## config.mk

```make
export PLATFORM = sky130hd
export DESIGN_NAME = charger_event_flag_mask_bank
export DESIGN_NICKNAME = d
export VERILOG_FILES = /design/src/charger_flags_pkg.sv /design/src/sticky_flag_byte.sv /design/src/charger_event_flag_mask_bank.sv
export VERILOG_INCLUDE_DIRS = /design/src /design/src/src
export SDC_FILE = /design/constraint.sdc
export NUM_CORES = 1
export LEC_CHECK = 0
export ABC_AREA = 0
export BUFFER_PORTS_ARGS = -buffer_cell sky130_fd_sc_hd__buf_2
export CAP_MARGIN = 20
export CORE_ASPECT_RATIO = 2
export CORE_MARGIN = 2
export CORE_UTILIZATION = 60
export CTS_BUF_LIST = sky130_fd_sc_hd__clkbuf_16
export DETAILED_ROUTE_END_ITERATION = 8
export PLACE_DENSITY = 0.84
export RECOVER_POWER = 100
export REMOVE_ABC_BUFFERS = 1
export SLEW_MARGIN = 40
export SYNTH_ARGS = -nofsm -noshare
export SYNTH_HDL_FRONTEND = slang
export SYNTH_SLANG_ARGS = --single-unit
```

## constraint.sdc

```tcl
create_clock -name clk_i -period 2.2 [get_ports clk_i]
set_clock_uncertainty 0.1 [all_clocks]
set_input_delay 0.22 -clock clk_i [delete_from_list [all_inputs] [get_ports clk_i]]
set_output_delay 0.22 -clock clk_i [all_outputs]
set_load 0.05 [all_outputs]
```

## src/charger_flags_params.svh

```systemverilog
// Register offsets, field positions, reset values and timing counts
`ifndef CHARGER_FLAGS_PARAMS_SVH
`define CHARGER_FLAGS_PARAMS_SVH

`define OFS_CHARGER_EVENT_FLAGS      8'h03
`define OFS_SUPPLY_THERMAL_FLAGS     8'h04
`define OFS_THERMISTOR_OPEN_FLAGS    8'h05
`define OFS_TIMER_FAULT_FLAGS        8'h06
`define OFS_CHARGER_EVENT_MASKS      8'h07

`define RST_FLAGS                    8'h00
`define RST_CHARGER_EVENT_MASKS      8'h00
`define RST_READ_DATA                8'h00

// Defined (settable) bits of each flag register
`define DEF_CHARGER_EVENT_FLAGS      8'h77
`define DEF_SUPPLY_THERMAL_FLAGS     8'hBF
`define DEF_THERMISTOR_OPEN_FLAGS    8'h01
`define DEF_TIMER_FAULT_FLAGS        8'h77

// Field positions
`define BIT_INPUT_OVERVOLTAGE        7
`define BIT_BATTERY_OVERCURRENT      5
`define BIT_BATTERY_UNDERVOLTAGE     4
`define BIT_THERMISTOR_COLD          3
`define BIT_THERMISTOR_COOL          2
`define BIT_THERMISTOR_WARM          1
`define BIT_THERMISTOR_HOT           0
`define BIT_THERMISTOR_OPEN          0
`define BIT_WATCHDOG_EXPIRY          6
`define BIT_CHARGE_SAFETY_EXPIRY     5
`define BIT_REGULATOR_OVERCURRENT    4
`define BIT_BUTTON_WAKE_FIRST        2
`define BIT_BUTTON_WAKE_SECOND       1
`define BIT_BUTTON_RESET_WARNING     0
`define BIT_CONSTANT_VOLTAGE_ENTRY   6
`define BIT_CHARGE_DONE              5
`define BIT_INPUT_CURRENT_LIMIT      4
`define BIT_INPUT_VOLTAGE_REGULATION 2
`define BIT_THERMAL_REGULATION       1
`define BIT_INPUT_POWER_GOOD         0

// Edge that sets each flag: rising, falling or both
`define RISE_CHARGER_EVENT_FLAGS     8'h77
`define FALL_CHARGER_EVENT_FLAGS     8'h01
`define RISE_SUPPLY_THERMAL_FLAGS    8'hAF
`define FALL_SUPPLY_THERMAL_FLAGS    8'h10
`define RISE_THERMISTOR_OPEN_FLAGS   8'h01
`define FALL_THERMISTOR_OPEN_FLAGS   8'h00
`define RISE_TIMER_FAULT_FLAGS       8'h77
`define FALL_TIMER_FAULT_FLAGS       8'h00

// Clock edges after reset until synchronised levels are settled
`define BOOT_SETTLE_CYCLES           3'd5

`endif

```

## src/charger_flags_pkg.sv

```systemverilog
// Types shared by the charger event flag bank
package charger_flags_pkg;

  typedef logic [7:0] reg_byte_t;

  typedef enum logic [2:0] {
    SEL_NONE     = 3'h0,
    SEL_CHARGER  = 3'h1,
    SEL_SUPPLY   = 3'h3,
    SEL_OPEN     = 3'h2,
    SEL_TIMER    = 3'h6,
    SEL_MASK     = 3'h7
  } reg_sel_t;

endpackage : charger_flags_pkg

```

## src/sticky_flag_byte.sv

```systemverilog
// One byte of synchronised, edge-detected, clear-on-read event flags
`timescale 1ns/1ps

module sticky_flag_byte
  import charger_flags_pkg::*;
#(
  parameter reg_byte_t DEFINED = 8'hFF,
  parameter reg_byte_t RISE    = 8'hFF,
  parameter reg_byte_t FALL    = 8'h00
) (
  input  wire logic      clk_i,
  input  wire logic      rst_i,
  input  wire reg_byte_t level_i,
  input  wire logic      clear_i,
  output reg_byte_t      flags_o,
  output reg_byte_t      level_o,
  output reg_byte_t      set_o
);

  reg_byte_t sync_1;
  reg_byte_t sync_2;
  reg_byte_t sync_3;
  reg_byte_t next_level;

  // Detector outputs are asynchronous to clk_i
  always_ff @(posedge clk_i) begin
    if (rst_i) begin
      sync_1 <= 8'h00;
      sync_2 <= 8'h00;
      sync_3 <= 8'h00;
    end else begin
      sync_1 <= level_i;
      sync_2 <= sync_1;
      sync_3 <= sync_2;
    end
  end

  // A change counts only once stages two and three agree
  assign next_level = (sync_2 & sync_3) | (level_o & (sync_2 | sync_3));

  always_ff @(posedge clk_i) begin
    if (rst_i) begin
      level_o <= 8'h00;
    end else begin
      level_o <= next_level;
    end
  end

  // Reserved bits never set, so they read as zero
  assign set_o = DEFINED & ((RISE & next_level & ~level_o) |
                            (FALL & ~next_level & level_o));

  // Set wins over a clear in the same cycle
  always_ff @(posedge clk_i) begin
    if (rst_i) begin
      flags_o <= 8'h00;
    end else begin
      flags_o <= (flags_o & ~{8{clear_i}}) | set_o;
    end
  end

endmodule : sticky_flag_byte

```

## src/charger_event_flag_mask_bank.sv

```systemverilog
// Charger event flag bank with charger mask register and interrupt request
`timescale 1ns/1ps
`include "charger_flags_params.svh"

module charger_event_flag_mask_bank
  import charger_flags_pkg::*;
(
  input  wire logic      clk_i,
  input  wire logic      rst_i,
  input  wire reg_byte_t reg_addr_i,
  input  wire logic      reg_rd_i,
  input  wire logic      reg_wr_i,
  input  wire reg_byte_t reg_wdata_i,
  output reg_byte_t      reg_rdata_o,
  input  wire logic      constant_voltage_entry_i,
  input  wire logic      charge_done_i,
  input  wire logic      input_current_limit_i,
  input  wire logic      input_voltage_regulation_i,
  input  wire logic      thermal_regulation_i,
  input  wire logic      input_power_good_i,
  input  wire logic      input_overvoltage_event_i,
  input  wire logic      battery_overcurrent_event_i,
  input  wire logic      battery_undervoltage_level_i,
  input  wire logic      thermistor_cold_entry_i,
  input  wire logic      thermistor_cool_entry_i,
  input  wire logic      thermistor_warm_entry_i,
  input  wire logic      thermistor_hot_entry_i,
  input  wire logic      thermistor_open_event_i,
  input  wire logic      watchdog_expiry_event_i,
  input  wire logic      charge_safety_expiry_event_i,
  input  wire logic      regulator_overcurrent_event_i,
  input  wire logic      button_wake_first_expiry_i,
  input  wire logic      button_wake_second_expiry_i,
  input  wire logic      button_reset_warning_expiry_i,
  input  wire reg_byte_t supply_thermal_masks_i,
  input  wire reg_byte_t thermistor_open_masks_i,
  input  wire reg_byte_t timer_fault_masks_i,
  output logic           irq_request_o
);

  reg_sel_t  sel;
  reg_byte_t charger_event_masks;
  reg_byte_t charger_level;
  reg_byte_t supply_level;
  reg_byte_t open_level;
  reg_byte_t timer_level;
  reg_byte_t charger_flags;
  reg_byte_t supply_thermal_fault_flags;
  reg_byte_t thermistor_open_flags;
  reg_byte_t timer_fault_flags;
  reg_byte_t charger_set;
  reg_byte_t supply_set;
  reg_byte_t open_set;
  reg_byte_t timer_set;
  reg_byte_t charger_raw;
  reg_byte_t supply_raw;
  reg_byte_t open_raw;
  reg_byte_t timer_raw;
  reg_byte_t next_rdata;
  reg_byte_t charger_pending;
  logic      other_pending;
  logic      next_irq;
  logic      boot_quiet;
  logic [2:0] boot_cnt;

  // Address decode
  always_comb begin
    case (reg_addr_i)
      `OFS_CHARGER_EVENT_FLAGS:   sel = SEL_CHARGER;
      `OFS_SUPPLY_THERMAL_FLAGS:  sel = SEL_SUPPLY;
      `OFS_THERMISTOR_OPEN_FLAGS: sel = SEL_OPEN;
      `OFS_TIMER_FAULT_FLAGS:     sel = SEL_TIMER;
      `OFS_CHARGER_EVENT_MASKS:   sel = SEL_MASK;
      default:                    sel = SEL_NONE;
    endcase
  end

  // Detector levels into each flag byte
  always_comb begin
    charger_raw = 8'h00;
    charger_raw[`BIT_CONSTANT_VOLTAGE_ENTRY]   = constant_voltage_entry_i;
    charger_raw[`BIT_CHARGE_DONE]              = charge_done_i;
    charger_raw[`BIT_INPUT_CURRENT_LIMIT]      = input_current_limit_i;
    charger_raw[`BIT_INPUT_VOLTAGE_REGULATION] = input_voltage_regulation_i;
    charger_raw[`BIT_THERMAL_REGULATION]       = thermal_regulation_i;
    charger_raw[`BIT_INPUT_POWER_GOOD]         = input_power_good_i;
    supply_raw = 8'h00;
    supply_raw[`BIT_INPUT_OVERVOLTAGE]    = input_overvoltage_event_i;
    supply_raw[`BIT_BATTERY_OVERCURRENT]  = battery_overcurrent_event_i;
    supply_raw[`BIT_BATTERY_UNDERVOLTAGE] = battery_undervoltage_level_i;
    supply_raw[`BIT_THERMISTOR_COLD]      = thermistor_cold_entry_i;
    supply_raw[`BIT_THERMISTOR_COOL]      = thermistor_cool_entry_i;
    supply_raw[`BIT_THERMISTOR_WARM]      = thermistor_warm_entry_i;
    supply_raw[`BIT_THERMISTOR_HOT]       = thermistor_hot_entry_i;
    open_raw = 8'h00;
    open_raw[`BIT_THERMISTOR_OPEN] = thermistor_open_event_i;
    timer_raw = 8'h00;
    timer_raw[`BIT_WATCHDOG_EXPIRY]       = watchdog_expiry_event_i;
    timer_raw[`BIT_CHARGE_SAFETY_EXPIRY]  = charge_safety_expiry_event_i;
    timer_raw[`BIT_REGULATOR_OVERCURRENT] = regulator_overcurrent_event_i;
    timer_raw[`BIT_BUTTON_WAKE_FIRST]     = button_wake_first_expiry_i;
    timer_raw[`BIT_BUTTON_WAKE_SECOND]    = button_wake_second_expiry_i;
    timer_raw[`BIT_BUTTON_RESET_WARNING]  = button_reset_warning_expiry_i;
  end

  // Power-good flags on any change, other charger events on entry
  sticky_flag_byte #(
    .DEFINED (`DEF_CHARGER_EVENT_FLAGS),
    .RISE    (`RISE_CHARGER_EVENT_FLAGS),
    .FALL    (`FALL_CHARGER_EVENT_FLAGS)
  ) u_charger (
    .clk_i   (clk_i),
    .rst_i   (rst_i),
    .level_i (charger_raw),
    .clear_i (reg_rd_i && sel == SEL_CHARGER),
    .flags_o (charger_flags),
    .level_o (charger_level),
    .set_o   (charger_set)
  );

  // Undervoltage flag sets on recovery: one means it is below, so it sets on the fall
  sticky_flag_byte #(
    .DEFINED (`DEF_SUPPLY_THERMAL_FLAGS),
    .RISE    (`RISE_SUPPLY_THERMAL_FLAGS),
    .FALL    (`FALL_SUPPLY_THERMAL_FLAGS)
  ) u_supply (
    .clk_i   (clk_i),
    .rst_i   (rst_i),
    .level_i (supply_raw),
    .clear_i (reg_rd_i && sel == SEL_SUPPLY),
    .flags_o (supply_thermal_fault_flags),
    .level_o (supply_level),
    .set_o   (supply_set)
  );

  sticky_flag_byte #(
    .DEFINED (`DEF_THERMISTOR_OPEN_FLAGS),
    .RISE    (`RISE_THERMISTOR_OPEN_FLAGS),
    .FALL    (`FALL_THERMISTOR_OPEN_FLAGS)
  ) u_open (
    .clk_i   (clk_i),
    .rst_i   (rst_i),
    .level_i (open_raw),
    .clear_i (reg_rd_i && sel == SEL_OPEN),
    .flags_o (thermistor_open_flags),
    .level_o (open_level),
    .set_o   (open_set)
  );

  sticky_flag_byte #(
    .DEFINED (`DEF_TIMER_FAULT_FLAGS),
    .RISE    (`RISE_TIMER_FAULT_FLAGS),
    .FALL    (`FALL_TIMER_FAULT_FLAGS)
  ) u_timer (
    .clk_i   (clk_i),
    .rst_i   (rst_i),
    .level_i (timer_raw),
    .clear_i (reg_rd_i && sel == SEL_TIMER),
    .flags_o (timer_fault_flags),
    .level_o (timer_level),
    .set_o   (timer_set)
  );

  // All eight mask bits stored, reserved ones included
  always_ff @(posedge clk_i) begin
    if (rst_i) begin
      charger_event_masks <= `RST_CHARGER_EVENT_MASKS;
    end else if (reg_wr_i && sel == SEL_MASK) begin
      charger_event_masks <= reg_wdata_i;
    end
  end

  // Read data is the value before the clear takes effect
  always_comb begin
    case (sel)
      SEL_CHARGER: next_rdata = charger_flags;
      SEL_SUPPLY:  next_rdata = supply_thermal_fault_flags;
      SEL_OPEN:    next_rdata = thermistor_open_flags;
      SEL_TIMER:   next_rdata = timer_fault_flags;
      SEL_MASK:    next_rdata = charger_event_masks;
      default:     next_rdata = `RST_READ_DATA;
    endcase
  end

  always_ff @(posedge clk_i) begin
    if (rst_i) begin
      reg_rdata_o <= `RST_READ_DATA;
    end else if (reg_rd_i) begin
      reg_rdata_o <= next_rdata;
    end
  end

  // Synchroniser latency hides the power-up state; wait it out
  always_ff @(posedge clk_i) begin
    if (rst_i) begin
      boot_cnt <= 3'd0;
    end else if (boot_cnt != `BOOT_SETTLE_CYCLES) begin
      boot_cnt <= boot_cnt + 3'd1;
    end
  end

  // Quiet held only if power was good and battery low at power-up
  always_ff @(posedge clk_i) begin
    if (rst_i) begin
      boot_quiet <= 1'b1;
    end else if (reg_rd_i && sel == SEL_CHARGER) begin
      boot_quiet <= 1'b0;
    end else if (boot_cnt == `BOOT_SETTLE_CYCLES && boot_quiet &&
                 !(charger_level[`BIT_INPUT_POWER_GOOD] &&
                   supply_level[`BIT_BATTERY_UNDERVOLTAGE])) begin
      boot_quiet <= 1'b0;
    end
  end

  always_comb begin
    charger_pending = charger_flags & ~charger_event_masks;
    if (boot_quiet) begin
      charger_pending[`BIT_INPUT_POWER_GOOD] = 1'b0;
    end
    other_pending = |(supply_thermal_fault_flags & ~supply_thermal_masks_i) |
                    |(thermistor_open_flags & ~thermistor_open_masks_i) |
                    |(timer_fault_flags & ~timer_fault_masks_i);
    next_irq = (|charger_pending) | other_pending;
  end

  // Level request while an unmasked flag is pending
  always_ff @(posedge clk_i) begin
    if (rst_i) begin
      irq_request_o <= 1'b0;
    end else begin
      irq_request_o <= next_irq;
    end
  end

  mask_reset_a: assert property (@(posedge clk_i)
    $fell(rst_i) |-> charger_event_masks == 8'h00)
    else $error("mask not zero after reset");

  mask_write_a: assert property (@(posedge clk_i) disable iff (rst_i)
    reg_wr_i && reg_addr_i == 8'h07 |=>
    charger_event_masks == $past(reg_wdata_i))
    else $error("mask write lost");

  ovp_hold_a: assert property (@(posedge clk_i) disable iff (rst_i)
    supply_thermal_fault_flags[7] &&
    !(reg_rd_i && reg_addr_i == 8'h04) |=>
    supply_thermal_fault_flags[7])
    else $error("overvoltage flag dropped without read");

  ovp_set_a: assert property (@(posedge clk_i) disable iff (rst_i)
    $rose(input_overvoltage_event_i) ##1 input_overvoltage_event_i [*3]
    |-> ##1 supply_thermal_fault_flags[7])
    else $error("overvoltage not flagged");

  fault_rsvd_a: assert property (@(posedge clk_i) disable iff (rst_i)
    !supply_thermal_fault_flags[6] &&
    thermistor_open_flags[7:1] == 7'h00)
    else $error("reserved flag bit set");

  // A set on the rising side would flag the drop instead of the recovery
  uvlo_edge_a: assert property (@(posedge clk_i) disable iff (rst_i)
    supply_set[4] |-> supply_level[4]
    ##1 !supply_level[4] && supply_thermal_fault_flags[4])
    else $error("undervoltage flag encoding wrong");

  open_clear_a: assert property (@(posedge clk_i) disable iff (rst_i)
    reg_rd_i && reg_addr_i == 8'h05 && open_set == 8'h00 |=>
    thermistor_open_flags == 8'h00)
    else $error("open flags not cleared by read");

  timer_read_a: assert property (@(posedge clk_i) disable iff (rst_i)
    reg_rd_i && reg_addr_i == 8'h06 |=>
    reg_rdata_o == $past(timer_fault_flags))
    else $error("timer flag read data wrong");

  timer_rsvd_a: assert property (@(posedge clk_i) disable iff (rst_i)
    !timer_fault_flags[7] && !timer_fault_flags[3])
    else $error("reserved timer flag bit set");

  set_wins_a: assert property (@(posedge clk_i) disable iff (rst_i)
    reg_rd_i && reg_addr_i == 8'h06 && timer_set[6] |=>
    timer_fault_flags[6])
    else $error("event lost during clearing read");

  irq_raise_a: assert property (@(posedge clk_i) disable iff (rst_i)
    (charger_flags[5] && !charger_event_masks[5]) |=> irq_request_o)
    else $error("unmasked flag gave no request");

  pg_quiet_a: assert property (@(posedge clk_i) disable iff (rst_i)
    boot_quiet && !other_pending &&
    (charger_flags & ~charger_event_masks & 8'hFE) == 8'h00
    |=> !irq_request_o)
    else $error("power-good request at power-up");

  chg_rsvd_a: assert property (@(posedge clk_i) disable iff (rst_i)
    ((charger_flags | charger_set) & 8'h88) == 8'h00)
    else $error("reserved charger flag bit set");

  // Power-good reports both edges, so a lost fall would hide an unplug
  pg_change_a: assert property (@(posedge clk_i) disable iff (rst_i)
    charger_level[0] != $past(charger_level[0]) |->
    charger_flags[0])
    else $error("power-good change not flagged");

  open_rise_a: assert property (@(posedge clk_i) disable iff (rst_i)
    $rose(open_level[0]) |-> thermistor_open_flags[0])
    else $error("thermistor open not flagged");

  safety_rise_a: assert property (@(posedge clk_i) disable iff (rst_i)
    $rose(timer_level[5]) |-> timer_fault_flags[5])
    else $error("safety timer expiry not flagged");

  ovp_read_c: cover property (@(posedge clk_i) disable iff (rst_i)
    supply_thermal_fault_flags[7] && reg_rd_i && reg_addr_i == 8'h04);

  mask_irq_c: cover property (@(posedge clk_i) disable iff (rst_i)
    charger_flags[6] && charger_event_masks[6] && !irq_request_o);

  set_clear_c: cover property (@(posedge clk_i) disable iff (rst_i)
    reg_rd_i && reg_addr_i == 8'h06 && timer_set != 8'h00);

  boot_quiet_c: cover property (@(posedge clk_i) disable iff (rst_i)
    boot_quiet && boot_cnt == 3'd5 && charger_flags[0]);

endmodule : charger_event_flag_mask_bank

```

==> out/metrics.csv, run 1 <==
stage,metric,value,unit
run_status,status,"complete, no violations",
worst_setup_path,arrival,1950,ps
sta,max_freq,0.585,GHz
drt,dr.pass1.iters,5,
die,die_area,8690,um^2
grt,grtUsageTotal,26.3,%
sta,hold_viol,0,
grt,grt_pass1_wl,16.7,mm
yosys,synth.avg_cell_area,9.66,um^2
grt,antenna_found_initial,0,
sta,hold_ws,101,ps
cts,cts_tree,built,
sta,fin_ws,491,ps
layout,fin_cells,704,
sta,period_share,77.7,%
layout,area_delta_synth_final,26.6,%
cts,h-tree-depth,4,
yosys,synth_area,4750,um^2
run,cap_violations,0,
die,initial_core_util,60.7,%
drt,antenna_left,0,
sta,rsz0062_at_grt,false,
layout,mostFrequentLayoutCell,dfxtp_1,
yosys,ys_warn_count,0,
layout,final_cell_mix,"133 x dfxtp_1, 63 x nor2b_1, 61 x buf_2, 45 x nor2_1, 37 x nand2_1",
power,sw_frac_of_total,20.5,%
yosys,ys_seq_area_share,56.0,%
layout,drive_gt1_share,15.8,%
die,die_w,66.9,um
power,p_clk_share,49.7,%
cts,postCtsSetupBuffers,0,
sta,slew_headroom,35.3,%
power,power.density,907,nW/um^2
layout,final_util,76.9,%
place,gp_congestion,0.844,
power,p_int,0.00434,W
power,p_leak,2.39,nW
layout,nNetsFinal,661,
drt,drc_errors,0,
place,placedCellCount,644,
sta,drv_slew,0,
yosys,syn_inst,492,
sta,tightest_slew,970,ps
sta,period_minus_slack,1710,ps
drt,vias_per_cell,5.49,
worst_setup_path,start_kind,input pin,
layout,diodes,0,
yosys,synth_top_area_share,56.0,%
sta,setup_violations,0,
place,place.port_buffers,72,
cts,clk_pin_slew,50,ps
die,num_rows,46,
grt,grt_pass1_vias,3579,
cts,cts_buffers,17,
drt,totalWireLength,10.8,mm
grt,grt-ovfl-total,0,
yosys,synth_edf_count,0,
sta,fin_setup_tns,0,ps
place,dp_hpwl,6.88,mm
power,switching_power,0.00112,W
cts,cts_repair_resize_count,0,
yosys,synth_area_leaders,"dfxtp_1 56%, nor2b_1 8.3%, nor2_1 3.6%",
die,die_h,130,um
cts,clk_latency,410,ps
grt,grt_max_degree,50,
worst_setup_path,r2r_slack,680,ps
die,core_area,7830,um^2
die,io-pin-count,73,
drt,vias,3866,
power,pwr-share-comb,4.5,%
cts,cts-root-buf,clkbuf_16,
power,peakVddDrop,0.652,mV
worst_setup_path,path_max_fanout,49,
power,p_seq_share,45.8,%
worst_setup_path,path_class,input pin to register,
cts,clockBufferDepth,2,
yosys,synth_top_area_cell,dfxtp_1,
hold_path,worstHoldPathType,input pin to register,
yosys,async_flop_share,0,%
cts,clock_sinks,133,
cts,cts_hold_buf,28,
yosys,synth_flop_cell,dfxtp_1,
drt,first_iter_violations,298,
place,pre_cts_ws,461,ps
worst_setup_path,cp-end-kind,register,
drt,wl_per_cell,15.3,um
yosys,ys_seq_elements,133,
yosys,synth.distinct_cells,42,
worst_setup_path,required,2440,ps
==> worst paths after layout <==
| check | start | depth (start not counted) | to |
|---|---|---|---|
| max | rst_i | 3 | u_supply.flags_o[6] |
| min | timer_fault_masks_i[6] | 4 | irq_request_o |
| max reg2reg | u_supply.flags_o[7] | 4 | irq_request_o |
| min reg2reg | u_charger.sync_1[4] | 1 | u_charger.sync_2[4] |
==> metal layers <==
layer / global-route usage, % / vias up / part of all wire [%]
met3: 7.76 / 26 / 7.2
met5: 0 / - / 0
li1: - / 1893 / -
met4: 11.2 / 0 / 2.6
met1: 30.2 / 1788 / 41
met2: 44.6 / 159 / 50
==> cell usage after synthesis, drive strengths merged, types with 6 or more instances <==
| master | n |
|---|---|
| dfxtp | 133 |
| nor2b | 63 |
| nor2 | 45 |
| nand2 | 37 |
| a21oi | 32 |
| inv | 21 |
| nand2b | 21 |
| o21ai | 20 |
| a22oi | 13 |
| and3 | 12 |
| clkbuf | 11 |
| buf | 10 |
| mux2i | 10 |
| a22o | 8 |
| a32o | 8 |
| o2111ai | 7 |
| a2bb2oi | 6 |
| o22ai | 6 |
==> power groups by stage <==
stage / logic [W] / clock network [W] / registers [W]
2_1_floorplan: 0.0000832 / 0 / 0.00254
3_3_place_gp: 0.000204 / 0 / 0.00254
3_5_place_dp: 0.000208 / 0 / 0.00255
4_1_cts: 0.000248 / 0.00273 / 0.00250
5_1_grt: 0.000273 / 0.00286 / 0.00250
6_report: 0.000248 / 0.00271 / 0.00250
==> sequential cells by signal, summed over array words and instances (netlist names), 3 cells and up <==
register             flops
u_open.flags_o           8
u_charger.flags_o        8
u_timer.sync_3           6
u_supply.sync_3          7
u_supply.sync_2          7
u_charger.sync_3         6
u_timer.sync_2           6
u_charger.sync_2         6
u_supply.sync_1          7
u_supply.flags_o         8
u_timer.sync_1           6
u_charger.level_o        6
charger_event_masks      8
boot_cnt                 3
u_timer.level_o          6
u_timer.flags_o          8
u_charger.sync_1         6
u_supply.level_o         7
reg_rdata_o              8
==> area by class of cell <==
| class | count | area (um^2) |
|---|---|---|
| sequential | 133 | 2660 |
| multi-input combinational | 317 | 1910 |
| fill | 552 | 1810 |
| timing repair buffer | 105 | 671 |
| clock buffer | 17 | 425 |
| clock inverter | 15 | 148 |
| tap | 96 | 120 |
| inverter | 21 | 78.8 |
==> critical path, cell delays in order <==
cell	delay [ps]
clkbuf_2	520
a31oi_1	940
and2_0	240
==> cell families (layout without fill, tap and decap cells) <==
group	after synthesis	count (layout)	share of synthesized area [%]
simple gates	193	193	21.7
flops	133	133	56.0
compound gates	109	109	15.5
buf+inv	42	158	3.45
mux	12	12	2.58
fa+ha+maj	2	2	0.527
xor+xnor	1	1	0.184
==> stage by stage <==
| stage | power [W] | cell area, um^2 |
|---|---|---|
| 2_1_floorplan | 0.00262 | 4670 |
| 3_5_place_dp | 0.00276 | 5200 |
| 5_1_grt | 0.00564 | 6020 |
| 4_1_cts | 0.00548 | 6050 |
| 6_report | 0.00546 | 6020 |
| 3_3_place_gp | 0.00275 | 5200 |
No activity file was read; power rests on OpenSTA's default activity.
==> run 2: changes to the inputs <==
--- a/config.mk
+++ b/config.mk
@@ -11,10 +11,10 @@
 export CAP_MARGIN = 20
 export CORE_ASPECT_RATIO = 2
 export CORE_MARGIN = 2
-export CORE_UTILIZATION = 60
+export CORE_UTILIZATION = 50
 export CTS_BUF_LIST = sky130_fd_sc_hd__clkbuf_16
 export DETAILED_ROUTE_END_ITERATION = 8
-export PLACE_DENSITY = 0.84
+export PLACE_DENSITY = 0.74
 export RECOVER_POWER = 100
 export REMOVE_ABC_BUFFERS = 1
 export SLEW_MARGIN = 40
==> constraint.sdc (replaced) <==
create_clock -name clk_i -period 1.4 [get_ports clk_i]
set_clock_uncertainty 0.1 [all_clocks]
set_input_delay 0.14 -clock clk_i [delete_from_list [all_inputs] [get_ports clk_i]]
set_output_delay 0.14 -clock clk_i [all_outputs]
set_load 0.05 [all_outputs]
==> run 2 against run 1 <==
Effect of this change:
- setup slack got worse by 440 ps
- critical path depth increased by 1
- critical endpoint is now irq_request_o
- final cell count increased by 5.4%
- critical path type is now register to register
- combinational power increased by 71%
- die area increased by 19%
==> out/metrics.csv, run 2 (synthesized netlist as in run 1, its figures left out) <==
stage,metric,value,unit
worst_setup_path,critical-path-max-stage-delay,360,ps
die,die_w,72.9,um
grt,grt_pass1_vias,3989,
worst_setup_path,arrival,1540,ps
worst_setup_path,required,1590,ps
hold_path,whs_path_depth,2,
worst_setup_path,r2r_start,charger_event_masks[7],
worst_setup_path,cp-end-kind,register,
grt,grt_pass1_wl,18.5,mm
cts,cts_buffers,17,
layout,mostFrequentLayoutCell,dfxtp_1,
drt,first_iter_violations,262,
layout,drive_gt1_share,21.0,%
power,peakVddDrop,1.24,mV
drt,dr.pass1.iters,4,
run,cap_violations,0,
cts,clk_pin_slew,60,ps
grt,antenna_found_initial,0,
die,core_area,9320,um^2
place,dp_hpwl,8.34,mm
sta,setup_violations,0,
place,place.port_buffers,72,
power,sw_frac_of_total,19.7,%
worst_setup_path,path_max_fanout,3,
place,place_area,5430,um^2
drt,vias_per_cell,5.33,
drt,antenna_left,0,
worst_setup_path,r2r_cells,4,
worst_setup_path,slowest_stage,a2111oi_4,
cts,clock_sinks,133,
layout,final_cell_mix,"130 x dfxtp_1, 63 x nor2b_1, 62 x buf_2, 45 x nor2_1, 37 x nand2_1",
place,pre_cts_ws,-182,ps
worst_setup_path,crit_chain,nand2b_4 > o2111ai_4 > a2111oi_4 > a31oi_1,
cts,cts_tree,built,
layout,diodes,0,
cts,h-tree-depth,4,
hold_path,hp-start,rst_i,
power,power.density,1520,nW/um^2
worst_setup_path,start_kind,register,
power,power,0.00974,W
drt,drc_errors,0,
layout,finish.instance_area,6430,um^2
cts,cts-root-buf,clkbuf_16,
power,p_seq_share,40.2,%
worst_setup_path,timing.rr.end,irq_request_o,
sta,max_freq,0.740,GHz
die,die_area,10300,um^2
drt,vias,3954,
die,initial_core_util,51.0,%
sta,fin_ws,48.1,ps
sta,period_minus_slack,1350,ps
sta,fin_setup_tns,0,ps
power,switching_power,0.00192,W
place,gp_congestion,0.932,
layout,nNetsFinal,691,
grt,grtUsageTotal,24.0,%
run_status,status,"complete, no violations",
power,p_clk_share,55.4,%
layout,area_delta_synth_final,35.2,%
sta,hold_viol,0,
cts,clockBufferDepth,2,
drt,wl_per_cell,15.7,um
die,num_rows,50,
hold_path,whs_endpoint,reg_rdata_o[0],
sta,drv_slew,0,
worst_setup_path,path_class,register to register,
power,p_int,0.00782,W
layout,seqCellArea,2670,um^2
power,pwr-share-comb,4.4,%
drt,totalWireLength,11.7,mm
hold_path,worstHoldPathType,input pin to register,
grt,grt-ovfl-total,0,
worst_setup_path,r2r_slack,50,ps
layout,multi_input_area,1960,um^2
sta,slew_headroom,58.2,%
cts,postCtsSetupBuffers,0,
sta,rsz0062_at_grt,true,
layout,nFillCells,729,
grt,grt_max_degree,35,
cts,clk_latency,420,ps
power,p_leak,2.60,nW
sta,tightest_slew,627,ps
die,die_h,142,um
sta,period_share,96.6,%
die,io-pin-count,73,
==> run 2: layer usage <==
| layer | wire length (um) | part of all wire, % | vias to the layer above | GRT usage (%) |
|---|---|---|---|---|
| li1 | - | - | 1957 | - |
| met1 | 4330 | 37 | 1838 | 23.8 |
| met2 | 6140 | 53 | 119 | 42.1 |
| met3 | 548 | 4.7 | 40 | 7.03 |
| met4 | 657 | 5.6 | 0 | 15.1 |
| met5 | 0 | 0 | - | 0 |
==> run 2: through the flow <==
stage	utilization [%]	hold WS, ps	std cells
floorplan	-	109	471
global placement	58.2	246	679
detailed placement	58.2	254	679
CTS	69.4	6.48	742
global route	68.9	-4.06	742
finish	68.9	3.34	742
==> run 2: what timing repair did <==
item	CTS	global route
setup endpoints to repair	1	1
gates cloned	0	0
pin swaps	1	4
hold buffers	31	0
resized for setup	2	7
hold endpoints to repair	29	0
==> run 2: how the worst max path moves through the flow <==
| stage | startpoint | end | cells past startpoint | slack [ps] |
|---|---|---|---|---|
| global route | charger_event_masks[7] | irq_request_o | 4 | -10 |
| detailed placement | charger_event_masks[7] | irq_request_o | 4 | -180 |
| floorplan | reg_addr_i[3] | charger_event_masks[0] | 4 | 80 |
| CTS | u_supply.flags_o[3] | irq_request_o | 4 | 40 |
| global placement | charger_event_masks[7] | irq_request_o | 4 | -200 |
| finish | charger_event_masks[7] | irq_request_o | 4 | 50 |
==> run 2: layout make-up <==
cell class / count / area share [%]
Inverter: 21 / 1.23
Clock buffer: 17 / 6.62
Multi-Input combinational cell: 317 / 30.5
Timing Repair Buffer: 135 / 13.6
Clock inverter: 15 / 4.63
Sequential cell: 133 / 41.5
Tap cell: 104 / 2.02
==> run 2: power by group through the flow <==
stage / clock network [W] / registers, W / logic (W)
5_1_grt: 0.00564 / 0.00393 / 0.000466
3_5_place_dp: 0 / 0.00400 / 0.000372
3_3_place_gp: 0 / 0.00400 / 0.000362
4_1_cts: 0.00546 / 0.00392 / 0.000441
6_report: 0.00540 / 0.00392 / 0.000425
2_1_floorplan: 0 / 0.00399 / 0.000131
==> run 2: critical path: cells and delay by family (launching register included) <==
family / cells / cell delay, ps
flops: 1 / 350
compound gates: 3 / 640
simple gates: 1 / 130
